**config.mk**
```make
export PLATFORM = sky130hd
export DESIGN_NAME = pov_ov_fault
export DESIGN_NICKNAME = d
export VERILOG_FILES = /design/src/core/pov_pkg.sv /design/src/core/pov_unit_timer.sv /design/src/core/pov_cmd_regs.sv /design/src/core/pov_ov_fault.sv
export SDC_FILE = /design/constraint.sdc
export NUM_CORES = 1
export LEC_CHECK = 0
export BUFFER_PORTS_ARGS = -buffer_cell sky130_fd_sc_hd__buf_4
export CAP_MARGIN = 10
export CORE_MARGIN = 5
export CORE_UTILIZATION = 50
export DETAILED_ROUTE_END_ITERATION = 6
export PLACE_DENSITY_LB_ADDON = 0.1
export SLEW_MARGIN = 20
export SYNTH_ARGS = -nofsm -noshare
export SYNTH_HDL_FRONTEND = slang
export SYNTH_SLANG_ARGS = --single-unit
```
**constraint.sdc**
```tcl
create_clock -name clk_i -period 4.2 [get_ports clk_i]
set_input_delay 0.63 -clock clk_i [delete_from_list [all_inputs] [get_ports clk_i]]
set_output_delay 0.63 -clock clk_i [all_outputs]
set_load 0.005 [all_outputs]
```
**src/core/pov_pkg.sv**
```systemverilog
package pov_pkg;

    // ****************************************************************
    // Command codes of the configuration registers.
    // ****************************************************************
    localparam logic [7:0] CMD_INPUT_TURN_OFF_LEVEL     = 8'h36;
    localparam logic [7:0] CMD_PHASE_SPREAD_SETUP       = 8'h37;
    localparam logic [7:0] CMD_CURRENT_READING_OFFSET   = 8'h39;
    localparam logic [7:0] CMD_OUTPUT_OVERVOLT_LIMIT    = 8'h40;
    localparam logic [7:0] CMD_OUTPUT_OVERVOLT_REACTION = 8'h41;

    // ****************************************************************
    // Reset values.
    // ****************************************************************
    localparam logic [15:0] RST_INPUT_TURN_OFF_LEVEL     = 16'h0000;
    localparam logic [15:0] RST_PHASE_SPREAD_SETUP       = 16'h0000;
    localparam logic [15:0] RST_CURRENT_READING_OFFSET   = 16'h0000;
    localparam logic [15:0] RST_OUTPUT_OVERVOLT_LIMIT    = 16'hFFFF;
    localparam logic [7:0]  RST_OUTPUT_OVERVOLT_REACTION = 8'h80;

    // ****************************************************************
    // Field positions.
    // ****************************************************************
    localparam int GROUP_ID_HI  = 11;
    localparam int GROUP_ID_LO  = 8;
    localparam int RAIL_CNT_HI  = 7;
    localparam int RAIL_CNT_LO  = 4;
    localparam int RAIL_POS_HI  = 3;
    localparam int RAIL_POS_LO  = 0;
    localparam int RESP_HI      = 7;
    localparam int RESP_LO      = 6;
    localparam int RETRY_HI     = 5;
    localparam int RETRY_LO     = 3;
    localparam int DELAY_HI     = 2;
    localparam int DELAY_LO     = 0;

    // Fixed exponent of the output voltage number format.
    localparam int VOUT_EXPONENT = -12;

    // ****************************************************************
    // Response modes and retry codes.
    // ****************************************************************
    localparam logic [1:0] RESP_IGNORE  = 2'h0;
    localparam logic [1:0] RESP_DELAYED = 2'h1;
    localparam logic [1:0] RESP_SHUTDN  = 2'h2;
    localparam logic [1:0] RESP_RESUME  = 2'h3;
    localparam logic [2:0] RETRY_NONE   = 3'h0;
    localparam logic [2:0] RETRY_FOREVER = 3'h7;

    // Length of one delay time unit, in ns, and its cycle count at 50 MHz.
    localparam int CLK_PERIOD_NS = 20;
    localparam int UNIT_NS       = 1000;
    localparam int UNIT_CYCLES   = (UNIT_NS + CLK_PERIOD_NS - 1) / CLK_PERIOD_NS;

    typedef enum logic [2:0] {
        POV_RUN     = 3'b000,
        POV_DELAY   = 3'b001,
        POV_OFF     = 3'b011,
        POV_WAIT    = 3'b010,
        POV_LATCHED = 3'b110
    } pov_state_t;

endpackage : pov_pkg

```
**src/core/pov_unit_timer.sv**
```systemverilog
// Counts out 2**exp_i delay units; done_o pulses one cycle at the end.
module pov_unit_timer #(
    parameter int UNIT_CYCLES = pov_pkg::UNIT_CYCLES
) (
    // Clock and reset.
    input  wire logic       clk_i,
    input  wire logic       rst_b_i,
    // Control.
    input  wire logic       start_i,
    input  wire logic [2:0] exp_i,
    output logic            busy_o,
    output logic            done_o
);
    logic [31:0] pre_r;
    logic [7:0]  units_r;

    always_ff @(posedge clk_i or negedge rst_b_i) begin
        if (!rst_b_i) begin
            pre_r   <= 32'h0;
            units_r <= 8'h0;
            busy_o  <= 1'b0;
            done_o  <= 1'b0;
        end else begin
            done_o <= 1'b0;
            if (start_i) begin
                busy_o  <= 1'b1;
                pre_r   <= 32'h0;
                units_r <= 8'(1 << exp_i) - 8'h1;
            end else if (busy_o) begin
                if (pre_r == 32'(UNIT_CYCLES - 1)) begin
                    pre_r <= 32'h0;
                    if (units_r == 8'h0) begin
                        busy_o <= 1'b0;
                        done_o <= 1'b1;
                    end else begin
                        units_r <= units_r - 8'h1;
                    end
                end else begin
                    pre_r <= pre_r + 32'h1;
                end
            end
        end
    end
endmodule : pov_unit_timer

```
**src/core/pov_cmd_regs.sv**
```systemverilog
// Holds the five command registers; the read data come out of a register.
module pov_cmd_regs (
    // Clock and reset.
    input  wire logic        clk_i,
    input  wire logic        rst_b_i,
    // Command port.
    input  wire logic        wr_i,
    input  wire logic        rd_i,
    input  wire logic [7:0]  cmd_i,
    input  wire logic [15:0] wdata_i,
    output logic [15:0]      rdata_o,
    output logic             ack_o,
    output logic             err_o,
    // Register contents.
    output logic [15:0]      turn_off_o,
    output logic [15:0]      phase_o,
    output logic [15:0]      ioff_o,
    output logic [15:0]      ov_limit_o,
    output logic [7:0]       reaction_o
);
    logic hit;

    always_comb begin
        case (cmd_i)
            pov_pkg::CMD_INPUT_TURN_OFF_LEVEL,
            pov_pkg::CMD_PHASE_SPREAD_SETUP,
            pov_pkg::CMD_CURRENT_READING_OFFSET,
            pov_pkg::CMD_OUTPUT_OVERVOLT_LIMIT,
            pov_pkg::CMD_OUTPUT_OVERVOLT_REACTION: hit = 1'b1;
            default: hit = 1'b0;
        endcase
    end

    always_ff @(posedge clk_i or negedge rst_b_i) begin
        if (!rst_b_i) begin
            turn_off_o <= pov_pkg::RST_INPUT_TURN_OFF_LEVEL;
            phase_o    <= pov_pkg::RST_PHASE_SPREAD_SETUP;
            ioff_o     <= pov_pkg::RST_CURRENT_READING_OFFSET;
            ov_limit_o <= pov_pkg::RST_OUTPUT_OVERVOLT_LIMIT;
            reaction_o <= pov_pkg::RST_OUTPUT_OVERVOLT_REACTION;
        end else if (wr_i) begin
            case (cmd_i)
                pov_pkg::CMD_INPUT_TURN_OFF_LEVEL:     turn_off_o <= wdata_i;
                pov_pkg::CMD_PHASE_SPREAD_SETUP:       phase_o    <= {4'h0, wdata_i[11:0]};
                pov_pkg::CMD_CURRENT_READING_OFFSET:   ioff_o     <= wdata_i;
                pov_pkg::CMD_OUTPUT_OVERVOLT_LIMIT:    ov_limit_o <= wdata_i;
                pov_pkg::CMD_OUTPUT_OVERVOLT_REACTION: reaction_o <= wdata_i[7:0];
                default: ;
            endcase
        end
    end

    always_ff @(posedge clk_i or negedge rst_b_i) begin
        if (!rst_b_i) begin
            rdata_o <= 16'h0;
            ack_o   <= 1'b0;
            err_o   <= 1'b0;
        end else begin
            ack_o <= (wr_i | rd_i) & hit;
            err_o <= (wr_i | rd_i) & ~hit;
            if (rd_i) begin
                case (cmd_i)
                    pov_pkg::CMD_INPUT_TURN_OFF_LEVEL:     rdata_o <= turn_off_o;
                    pov_pkg::CMD_PHASE_SPREAD_SETUP:       rdata_o <= phase_o;
                    pov_pkg::CMD_CURRENT_READING_OFFSET:   rdata_o <= ioff_o;
                    pov_pkg::CMD_OUTPUT_OVERVOLT_LIMIT:    rdata_o <= ov_limit_o;
                    pov_pkg::CMD_OUTPUT_OVERVOLT_REACTION: rdata_o <= {8'h0, reaction_o};
                    default:                               rdata_o <= 16'h0;
                endcase
            end
        end
    end
endmodule : pov_cmd_regs

```
**src/core/pov_ov_fault.sv**
```systemverilog
// Overview of operation
// Hold input turn-off threshold; stop conversion once running when input reaches it.
// Phase offset of switching is relative to the shared sync clock.
// Bits 11:8 of phase setup hold the group identifier.
// Bits 7:4 hold number of units in group, sync driver included.
// Bits 3:0 hold interleave position; host gives sync driver position zero.
// Add the current offset to every reported current reading.
// Hold 16-bit over-voltage limit, unsigned, exponent -12.
// Response 00 keeps operating through the fault.
// Response 01 waits the delay, then applies retry field if fault persists.
// Response 10 disables output at once, then follows retry field.
// Response 11 disables only while fault present, resumes when it clears.
// Retry 000 means no restart; output off until fault cleared.
// Retry 001 to 100 allow one to four attempts, then latch off.
// Retry 111 restarts without limit.
// Restart interval equals delay count times the delay unit.
// Retry 101 and 110 allow five and six attempts, then latch off.
// Delay field is a power of two: 1 to 128 units.
// Fault flagged when measured output exceeds the limit; response starts then.
// Attempt counter resets on fault clear or successful restart.
module pov_ov_fault #(
    parameter int UNIT_CYCLES = pov_pkg::UNIT_CYCLES
) (
    // Clock and reset.
    input  wire logic        clk_i,
    input  wire logic        rst_b_i,
    // Command port.
    input  wire logic        wr_i,
    input  wire logic        rd_i,
    input  wire logic [7:0]  cmd_i,
    input  wire logic [15:0] wdata_i,
    output logic [15:0]      rdata_o,
    output logic             ack_o,
    output logic             err_o,
    // Measurements and controls.
    input  wire logic [15:0] vout_meas_i,
    input  wire logic [15:0] vin_meas_i,
    input  wire logic [15:0] iout_raw_i,
    input  wire logic        clear_fault_i,
    input  wire logic        sync_i,
    // Outputs.
    output logic             output_en_o,
    output logic             ov_fault_o,
    output logic             latched_off_o,
    output logic             vin_off_o,
    output logic [15:0]      iout_report_o,
    output logic             phase_tick_o,
    output logic [3:0]       rail_group_identifier_o,
    output logic [3:0]       rail_count_o,
    output logic [3:0]       rail_position_o
);
    logic [15:0] turn_off;
    logic [15:0] phase;
    logic [15:0] ioff;
    logic [15:0] ov_limit;
    logic [7:0]  reaction;
    logic        tmr_start;
    logic        tmr_busy;
    logic        tmr_done;
    logic        fault;
    logic [1:0]  resp;
    logic [2:0]  retry;
    logic [2:0]  delay;
    logic [2:0]  tries_r;
    pov_pkg::pov_state_t state_r;
    pov_pkg::pov_state_t state_nxt;

    // ****************************************************************
    // Register bank and delay timer.
    // ****************************************************************
    pov_cmd_regs i_pov_cmd_regs (
        .clk_i      (clk_i),
        .rst_b_i    (rst_b_i),
        .wr_i       (wr_i),
        .rd_i       (rd_i),
        .cmd_i      (cmd_i),
        .wdata_i    (wdata_i),
        .rdata_o    (rdata_o),
        .ack_o      (ack_o),
        .err_o      (err_o),
        .turn_off_o (turn_off),
        .phase_o    (phase),
        .ioff_o     (ioff),
        .ov_limit_o (ov_limit),
        .reaction_o (reaction)
    );

    pov_unit_timer #(.UNIT_CYCLES(UNIT_CYCLES)) i_pov_unit_timer (
        .clk_i   (clk_i),
        .rst_b_i (rst_b_i),
        .start_i (tmr_start),
        .exp_i   (delay),
        .busy_o  (tmr_busy),
        .done_o  (tmr_done)
    );

    assign resp  = reaction[pov_pkg::RESP_HI:pov_pkg::RESP_LO];
    assign retry = reaction[pov_pkg::RETRY_HI:pov_pkg::RETRY_LO];
    assign delay = reaction[pov_pkg::DELAY_HI:pov_pkg::DELAY_LO];
    assign fault = vout_meas_i > ov_limit;

    // ****************************************************************
    // Fault response sequencer.
    // ****************************************************************
    always_comb begin
        state_nxt = state_r;
        tmr_start = 1'b0;
        case (state_r)
            pov_pkg::POV_RUN: begin
                if (fault) begin
                    case (resp)
                        pov_pkg::RESP_IGNORE: state_nxt = pov_pkg::POV_RUN;
                        pov_pkg::RESP_DELAYED: begin
                            state_nxt = pov_pkg::POV_DELAY;
                            tmr_start = 1'b1;
                        end
                        pov_pkg::RESP_RESUME: state_nxt = pov_pkg::POV_OFF;
                        default: begin
                            state_nxt = (retry == pov_pkg::RETRY_NONE) ? pov_pkg::POV_LATCHED
                                                                       : pov_pkg::POV_WAIT;
                            tmr_start = (retry != pov_pkg::RETRY_NONE);
                        end
                    endcase
                end
            end
            pov_pkg::POV_DELAY: begin
                if (!fault) begin
                    state_nxt = pov_pkg::POV_RUN;
                end else if (tmr_done) begin
                    state_nxt = (retry == pov_pkg::RETRY_NONE) ? pov_pkg::POV_LATCHED
                                                               : pov_pkg::POV_WAIT;
                    tmr_start = (retry != pov_pkg::RETRY_NONE);
                end
            end
            pov_pkg::POV_OFF: begin
                if (!fault) begin
                    state_nxt = pov_pkg::POV_RUN;
                end
            end
            pov_pkg::POV_WAIT: begin
                // Output off for one delay; then an attempt starts.
                if (tmr_done) begin
                    if (fault) begin
                        if (retry != pov_pkg::RETRY_FOREVER && tries_r >= retry) begin
                            state_nxt = pov_pkg::POV_LATCHED;
                        end else begin
                            tmr_start = 1'b1;
                        end
                    end else begin
                        state_nxt = pov_pkg::POV_RUN;
                    end
                end
            end
            pov_pkg::POV_LATCHED: begin
                if (clear_fault_i) begin
                    state_nxt = pov_pkg::POV_RUN;
                end
            end
            default: state_nxt = pov_pkg::POV_RUN;
        endcase
        // A clear command leaves any retry or hold state.
        if (clear_fault_i && state_r != pov_pkg::POV_RUN) begin
            state_nxt = pov_pkg::POV_RUN;
            tmr_start = 1'b0;
        end
    end

    always_ff @(posedge clk_i or negedge rst_b_i) begin
        if (!rst_b_i) begin
            state_r <= pov_pkg::POV_RUN;
        end else begin
            state_r <= state_nxt;
        end
    end

    always_ff @(posedge clk_i or negedge rst_b_i) begin
        if (!rst_b_i) begin
            tries_r <= 3'h0;
        end else if (clear_fault_i || state_nxt == pov_pkg::POV_RUN) begin
            tries_r <= 3'h0;
        end else if (state_r == pov_pkg::POV_WAIT && tmr_done && fault && tries_r != 3'h7) begin
            tries_r <= tries_r + 3'h1;
        end
    end

    always_ff @(posedge clk_i or negedge rst_b_i) begin
        if (!rst_b_i) begin
            output_en_o   <= 1'b1;
            ov_fault_o    <= 1'b0;
            latched_off_o <= 1'b0;
        end else begin
            output_en_o   <= (state_nxt == pov_pkg::POV_RUN) || (state_nxt == pov_pkg::POV_DELAY);
            ov_fault_o    <= fault;
            latched_off_o <= state_nxt == pov_pkg::POV_LATCHED;
        end
    end

    // ****************************************************************
    // Input turn-off, current offset and phase spreading.
    // ****************************************************************
    always_ff @(posedge clk_i or negedge rst_b_i) begin
        if (!rst_b_i) begin
            vin_off_o     <= 1'b0;
            iout_report_o <= 16'h0;
        end else begin
            // Linear codes are compared as raw words; the caller keeps one exponent.
            vin_off_o     <= output_en_o && (vin_meas_i <= turn_off);
            iout_report_o <= iout_raw_i + ioff;
        end
    end

    logic [3:0] sync_cnt_r;
    logic       sync_d_r;

    always_ff @(posedge clk_i or negedge rst_b_i) begin
        if (!rst_b_i) begin
            sync_d_r                <= 1'b0;
            sync_cnt_r              <= 4'h0;
            phase_tick_o            <= 1'b0;
            rail_group_identifier_o <= 4'h0;
            rail_count_o            <= 4'h0;
            rail_position_o         <= 4'h0;
        end else begin
            sync_d_r                <= sync_i;
            rail_group_identifier_o <= phase[pov_pkg::GROUP_ID_HI:pov_pkg::GROUP_ID_LO];
            rail_count_o            <= phase[pov_pkg::RAIL_CNT_HI:pov_pkg::RAIL_CNT_LO];
            rail_position_o         <= phase[pov_pkg::RAIL_POS_HI:pov_pkg::RAIL_POS_LO];
            // Each rising sync edge advances a slot; this unit fires in its own slot. R02
            if (sync_i && !sync_d_r) begin
                sync_cnt_r <= (sync_cnt_r + 4'h1 >= rail_count_o) ? 4'h0 : sync_cnt_r + 4'h1;
            end
            phase_tick_o <= sync_i && !sync_d_r && (sync_cnt_r == rail_position_o);
        end
    end

    // ****************************************************************
    // Checks.
    // ****************************************************************
    property p_ignore;
        @(posedge clk_i) disable iff (!rst_b_i)
        (state_r == pov_pkg::POV_RUN && resp == pov_pkg::RESP_IGNORE && !clear_fault_i) |=> output_en_o;
    endproperty
    a_ignore: assert property (p_ignore) else $error("output dropped in ignore mode");

    property p_shutdown;
        @(posedge clk_i) disable iff (!rst_b_i)
        (state_r == pov_pkg::POV_RUN && fault && resp == pov_pkg::RESP_SHUTDN) |=> !output_en_o;
    endproperty
    a_shutdown: assert property (p_shutdown) else $error("shutdown not immediate");

    property p_resume;
        @(posedge clk_i) disable iff (!rst_b_i)
        (state_r == pov_pkg::POV_OFF && !fault) |=> output_en_o;
    endproperty
    a_resume: assert property (p_resume) else $error("no resume after fault cleared");

    property p_no_retry;
        @(posedge clk_i) disable iff (!rst_b_i)
        (state_r == pov_pkg::POV_RUN && fault && resp == pov_pkg::RESP_SHUTDN
         && retry == pov_pkg::RETRY_NONE && !clear_fault_i) |=> latched_off_o;
    endproperty
    a_no_retry: assert property (p_no_retry) else $error("retry zero did not latch");

    property p_latched_hold;
        @(posedge clk_i) disable iff (!rst_b_i)
        (latched_off_o && !clear_fault_i) |=> !output_en_o && latched_off_o;
    endproperty
    a_latched_hold: assert property (p_latched_hold) else $error("latched off left uncleared");

    property p_limit;
        @(posedge clk_i) disable iff (!rst_b_i)
        (state_r == pov_pkg::POV_WAIT && tmr_done && fault && retry != pov_pkg::RETRY_FOREVER
         && tries_r >= retry && !clear_fault_i) |=> latched_off_o;
    endproperty
    a_limit: assert property (p_limit) else $error("retry limit exceeded");

    property p_wait_timed;
        @(posedge clk_i) disable iff (!rst_b_i)
        (state_r == pov_pkg::POV_WAIT) |-> tmr_busy || tmr_done;
    endproperty
    a_wait_timed: assert property (p_wait_timed) else $error("retry wait without a running delay");

    property p_forever;
        @(posedge clk_i) disable iff (!rst_b_i)
        (retry == pov_pkg::RETRY_FOREVER && resp != pov_pkg::RESP_RESUME) |-> !latched_off_o || $past(retry) != retry;
    endproperty
    a_forever: assert property (p_forever) else $error("continuous retry latched off");

    property p_flag;
        @(posedge clk_i) disable iff (!rst_b_i)
        (vout_meas_i > ov_limit) |=> ov_fault_o;
    endproperty
    a_flag: assert property (p_flag) else $error("over-voltage not flagged");

    property p_tries_reset;
        @(posedge clk_i) disable iff (!rst_b_i)
        clear_fault_i |=> tries_r == 3'h0;
    endproperty
    a_tries_reset: assert property (p_tries_reset) else $error("attempt counter not reset");

    property p_offset;
        @(posedge clk_i) disable iff (!rst_b_i)
        1'b1 |=> iout_report_o == $past(iout_raw_i) + $past(ioff);
    endproperty
    a_offset: assert property (p_offset) else $error("current offset not applied");
endmodule : pov_ov_fault

```
== Word-level counts from Yosys, hierarchy flattened ==
Cells that the tools add are included.
Storage, ports and cells
  input bits: 78
  flip-flop bits (word level): 172
  word-level logic and storage cells: 128
  output and inout port bits: 51
Operators by class
  equality and inequality tests: 18
  magnitude comparators: 4
  reductions and logical operators: 29
  add/sub/neg operators: 6
  multiplexer cells: 41
  shift operators: 1
  bitwise operators: 4
Operator list (number)
  32-bit 2-to-1 mux: 3
  16-bit case mux with 5 select lines: 1
  3-bit 2-to-1 mux: 12
  32-bit by 1-bit adder with 32-bit output, second input constant: 1
  32-bit by 6-bit == test with 1-bit output, second input constant: 1
  8-bit 2-to-1 mux: 4
  8-bit by 6-bit == test with 1-bit output, second input constant: 3
  16-bit adder: 1
  8-bit by 7-bit == test with 1-bit output, second input constant: 2
  16-bit greater-than comparator: 1
  16-bit less-or-equal comparator: 1
  1-bit 2-to-1 mux: 16
  8-bit by 1-bit subtractor with 8-bit output, second input constant: 2
  3-bit case mux with 5 select lines: 1
  2-bit AND reduction: 5
  3-bit zero test: 3
  3-bit case mux with 3 select lines: 1
  1-bit logical AND: 8
  8-bit zero test: 1
  1-bit by 3-bit left shift with 8-bit output, first input constant: 1
  3-bit by 1-bit == test with 1-bit output, second input constant: 2
  3-bit by 2-bit == test with 1-bit output, second input constant: 2
  3-bit == test, second input constant: 2
  3-bit inequality test, second input constant: 2
  22 further kinds: 27

== Longest topological paths before layout ==
  depth in word-level cells: 10
  mapped depth: 18
  gate-level depth less buffers: 16

== Cells and area by module ==
Synthesis repeated with hierarchy kept, for this count alone.
Second synthesis, totals
  cells, all modules: 908
  area, all modules: 9674.3 um^2
By module, submodules not included
  pov_cmd_regs: times used 1, cells an instance 300, area each 3952.5 um^2, seq. area each 2173.3 um^2
  pov_ov_fault: times used 1, cells an instance 351, area each 3261.9 um^2, seq. area each 1102.3 um^2
  pov_unit_timer: times used 1, cells an instance 257, area each 2459.9 um^2, seq. area each 1051.0 um^2

== Worst setup path after synthesis ==
No wires, ideal clock.
  path kind: input-to-reg
  from: input port vout_meas_i[5]
  to: register i_pov_unit_timer.units_r[6]
  setup time: 0.134 ns
  arrival time: 3.399 ns
  slack: 0.667 ns
  required time: 4.066 ns
  path buffers: 3
  cell stages on the path: 17
  path through: ha_1 > a21o_1 > a21o_1 > a21oi_1 > or3_1 > o2111a_1 > buf_2 > nor2_1 > clkbuf_1 > a31oi_1 > ha_1 > buf_2 > nand4_1 > or3_4 > nor3_2 > xnor2_1 > mux2i_1
Between the ends
  cells in the longest elaborated chain, start to end: 7
  elaborated cells on any way between the ends: 12
  those cells by class: order compare (1); eq/ne (1); mux (7); reduce/logical (3)
Ends and longest elaborated chain
  start, declared: RTL line pov_ov_fault.sv:36  | input wire logic [15:0] vout_meas_i,
  16-bit greater-than comparator *: RTL line pov_ov_fault.sv:100  | assign fault = vout_meas_i > ov_limit;
  1-bit 2-to-1 mux: RTL line pov_ov_fault.sv:143  | if (fault) begin
  1-bit 2-to-1 mux: RTL line pov_ov_fault.sv:142  | if (tmr_done) begin
  1-bit case mux with 3 select lines *: RTL line pov_ov_fault.sv:108  | case (state_r)
  1-bit 2-to-1 mux *: RTL line pov_ov_fault.sv:162  | if (clear_fault_i && state_r != pov_pkg::POV_RUN) begin
  2-bit by 1-bit inequality test with 1-bit output (no line) or 2-bit nonzero test (tied branches)
  3-bit AND reduction (no line)
  end signal, assigned: RTL line pov_unit_timer.sv:28  | units_r <= 8'(1 << exp_i) - 8'h1;
  end signal, assigned: RTL line pov_unit_timer.sv:36  | units_r <= units_r - 8'h1;
  end, declared: RTL line pov_unit_timer.sv:15  | logic [7:0] units_r;
Every way passes the cells marked *; elsewhere a longest branch is shown, timed or not.
A chain may end at the register's enable or synchronous reset.

== Worst setup path after layout ==
  from: register i_pov_cmd_regs.ov_limit_o[10]
  to: register i_pov_unit_timer.units_r[6]
Between the ends
  cells in the longest elaborated chain, start to end: 7
  elaborated cells on any way between the ends: 12
  those cells by class: order compare (1); eq/ne (1); mux (7); reduce/logical (3)
Ends and longest elaborated chain
  start, declared: RTL line pov_cmd_regs.sv:18  | output logic [15:0] ov_limit_o,
  start signal, assigned: RTL line pov_cmd_regs.sv:39  | ov_limit_o <= pov_pkg::RST_OUTPUT_OVERVOLT_LIMIT;
  start signal, assigned: RTL line pov_cmd_regs.sv:46  | pov_pkg::CMD_OUTPUT_OVERVOLT_LIMIT: ov_limit_o <= wdata_i;
  16-bit greater-than comparator *: RTL line pov_ov_fault.sv:100
  1-bit 2-to-1 mux: RTL line pov_ov_fault.sv:143
  1-bit 2-to-1 mux: RTL line pov_ov_fault.sv:142
  1-bit case mux with 3 select lines *: RTL line pov_ov_fault.sv:108
  1-bit 2-to-1 mux *: RTL line pov_ov_fault.sv:162
  2-bit by 1-bit inequality test with 1-bit output (no line) or 2-bit nonzero test (tied branches)
  3-bit AND reduction (no line)
Marked as above.

==> summary.txt <==
status: finished clean
skew final: 10.5 ps
met2 routed WL: 11,300 um
core area: 18,100 um^2
synthesized area per cell: 10.1 um^2
starting density of the core: 0.512
Clock Tree Root: clkbuf_16
Critical Path RT: 4510 ps
Setup-failing EPs final: 0
Max VDD drop: 0.000331 V
Mapped Cells: 924
# DRC: 0
total global routing overflow: 0
final hold slack: 270 ps
met3 wire length: 1060 um
hpwl dp: 18,100 um
sequential cell area fraction in the yosys report: 0.465
Synth warnings: 0
Die ar.: 21,400 um^2
Tightest Hold Check Type: input port to async pin
vias per inst: 5.76
PwrDens: 393 nW/um^2
post-synth cell types: 68
IO buf count: 128
Antenna Cells: 0
Detailed Route Iter0 Violations: 502
Final WS setup: 617 ps
Final Max Tran Viols: 0
share of cells above drive strength 1: 0.239
met1 WL: 11,200 um
fin cells: 1,296
Fin. Hold Viols: 0
synth top area cells: dfrtp_1 41%, ha_1 8.1%, mux2_2 6.4%
Finished Cell Area: 11,100 um^2
CTS tree: yes
RSZ-0062 raised after global routing: false
largest net degree at the start of global routing: 96
# IOs: 129
number of setup buffers added after CTS: 0
worst setup path class: register to register
Post-Place Setup Slack: 433 ps
CP Max Fanout: 4
Seq cells post-synth: 172
CP startpoint kind: register
area delta synth->final: 19.6%
Worst Setup End Kind: register
placed inst area: 10,500 um^2
ys flop type: dfrtp_1
Max clock buf depth: 2
num rows: 49
First-pass DRT Iterations: 5
WL per Instance: 18.5 um
leak pwr: 5.26 nW
clock sinks: 172
die height: 146 um
cell taking the most area after synthesis: dfrtp_1
critical path arrival: 3900 ps
Finished Core Util: 0.613
slew margin rel.: 0.284
Max Freq: 279 MHz
Post-synth EDFFs: 0
final worst path period need: 3580 ps
number of global-route vias before repair: 7,450
share of the synthesized area in the top cell type: 0.415
commonest non-fill, non-tap cells in the layout: 154 x dfrtp_1, 141 x buf_4, 90 x nand2_1
GRT Total Usage: 0.230
Final nets: 1,193
post-route setup TNS: 0 ps
Overall Power: 4.37 mW
clock-pin slew on the worst setup and hold paths: 70 ps
first-pass GRT wire length: 39,700 um
Chip Width: 146 um
antenna violations before repair: 0
asr flop ratio synth: 1.00
CTS resizes: 0
Final GP Congestion: 0.867
Tcrit/Tclk final: 0.853
worst-margin pin slew: 1070 ps
Max Cap Viol: 0
commonest non-fill, non-tap cell in the layout: dfrtp_1
H-tree level count: 4
Syn Nets: 1,063
Total Wirelength: 24,000 um
dpl cells: 1,264
Antenna Nets Post-Route: 0
routed vias: 7,469
synthesized cell area: 9300 um^2
Num CTS Buffers: 17
Top Metal Used: met4
CTS Hold Buffers Added: 0
Worst-Skew Late Latency: 430 ps
-- worst max-delay path, cell delays in order, from the launching register on --
cell and delay (ps):
dfstp_2 560, inv_1 50, ha_1 290, nand4_1 220
or3_1 450, o2111a_1 270, nor2_1 290, mux2i_1 260
ha_1 200, nand4_1 140, or3_4 370, nor3_2 140
xnor2_1 130, mux2i_1 80
-- kinds of logic after synthesis --
kind of cell | synth area share
xor+xnor | 0.0236
buf+inv | 0.0353
fa+ha+maj | 0.0829
compound gates | 0.139
simple gates | 0.171
mux | 0.0825
flops | 0.465
-- final timing paths --
| check | cells past startpoint | slack (ps) | start | endpoint |
|---|---|---|---|---|
| hold reg to reg | 0 | 410 | i_pov_cmd_regs.phase_o[10] | rail_group_identifier_o[2] |
| min in group clk_i | 1 | 310 | sync_i | sync_d_r |
| hold / removal | 1 | 270 | rst_b_i | sync_cnt_r[1] |
| setup reg to reg | 13 | 620 | i_pov_cmd_regs.ov_limit_o[10] | i_pov_unit_timer.units_r[6] |
| max in group asynchronous | 2 | 2960 | rst_b_i | i_pov_cmd_regs.ov_limit_o[7] |
| setup / recovery | 13 | 620 | i_pov_cmd_regs.ov_limit_o[10] | i_pov_unit_timer.units_r[6] |
-- state kept, by name, summed over array words and instances (netlist names), 4 cells and up --
register / cells
i_pov_cmd_regs.ioff_o: 16
i_pov_cmd_regs.ov_limit_o: 16
i_pov_cmd_regs.phase_o: 12
i_pov_cmd_regs.rdata_o: 16
i_pov_cmd_regs.reaction_o: 8
i_pov_cmd_regs.turn_off_o: 16
i_pov_unit_timer.pre_r: 32
i_pov_unit_timer.units_r: 8
iout_report_o: 16
rail_count_o: 4
rail_group_identifier_o: 4
rail_position_o: 4
sync_cnt_r: 4
-- cells in the mapped netlist, types with 12 or more instances --
library cell,instances
dfrtp_1,154
nand2_1,90
nor2_1,65
ha_1,60
o21ai_0,60
inv_1,53
mux2_2,53
a21oi_1,42
nor3_1,23
nand3_1,21
clkbuf_1,20
or4_1,19
dfstp_2,18
xnor2_1,18
mux2i_1,17
nand4_1,16
o211ai_1,15
a21o_1,14
nand2b_1,13
nor4_1,12
-- per-layer routing --
layer	GRT usage	up-vias
met5	0	-
met4	0.0677	0
met3	0.0403	27
met2	0.363	160
met1	0.327	3640
li1	-	3642
-- cell type report --
type,count,area (um^2)
well taps,229,287
clock buffers,17,425
repair buffers,143,1090
inverters,53,199
clock inverters,15,143
fillers,1577,7030
multi-input cells,667,4650
flip-flops and latches,172,4330
-- power breakdown --
part	switching, mW	internal, mW	leakage, nW
logic	0.400	0.402	2.85
registers	0.178	1.84	2.14
clock network	0.758	0.791	0.278
total	1.34	3.03	5.26
Power figures use the tool's default switching activity.
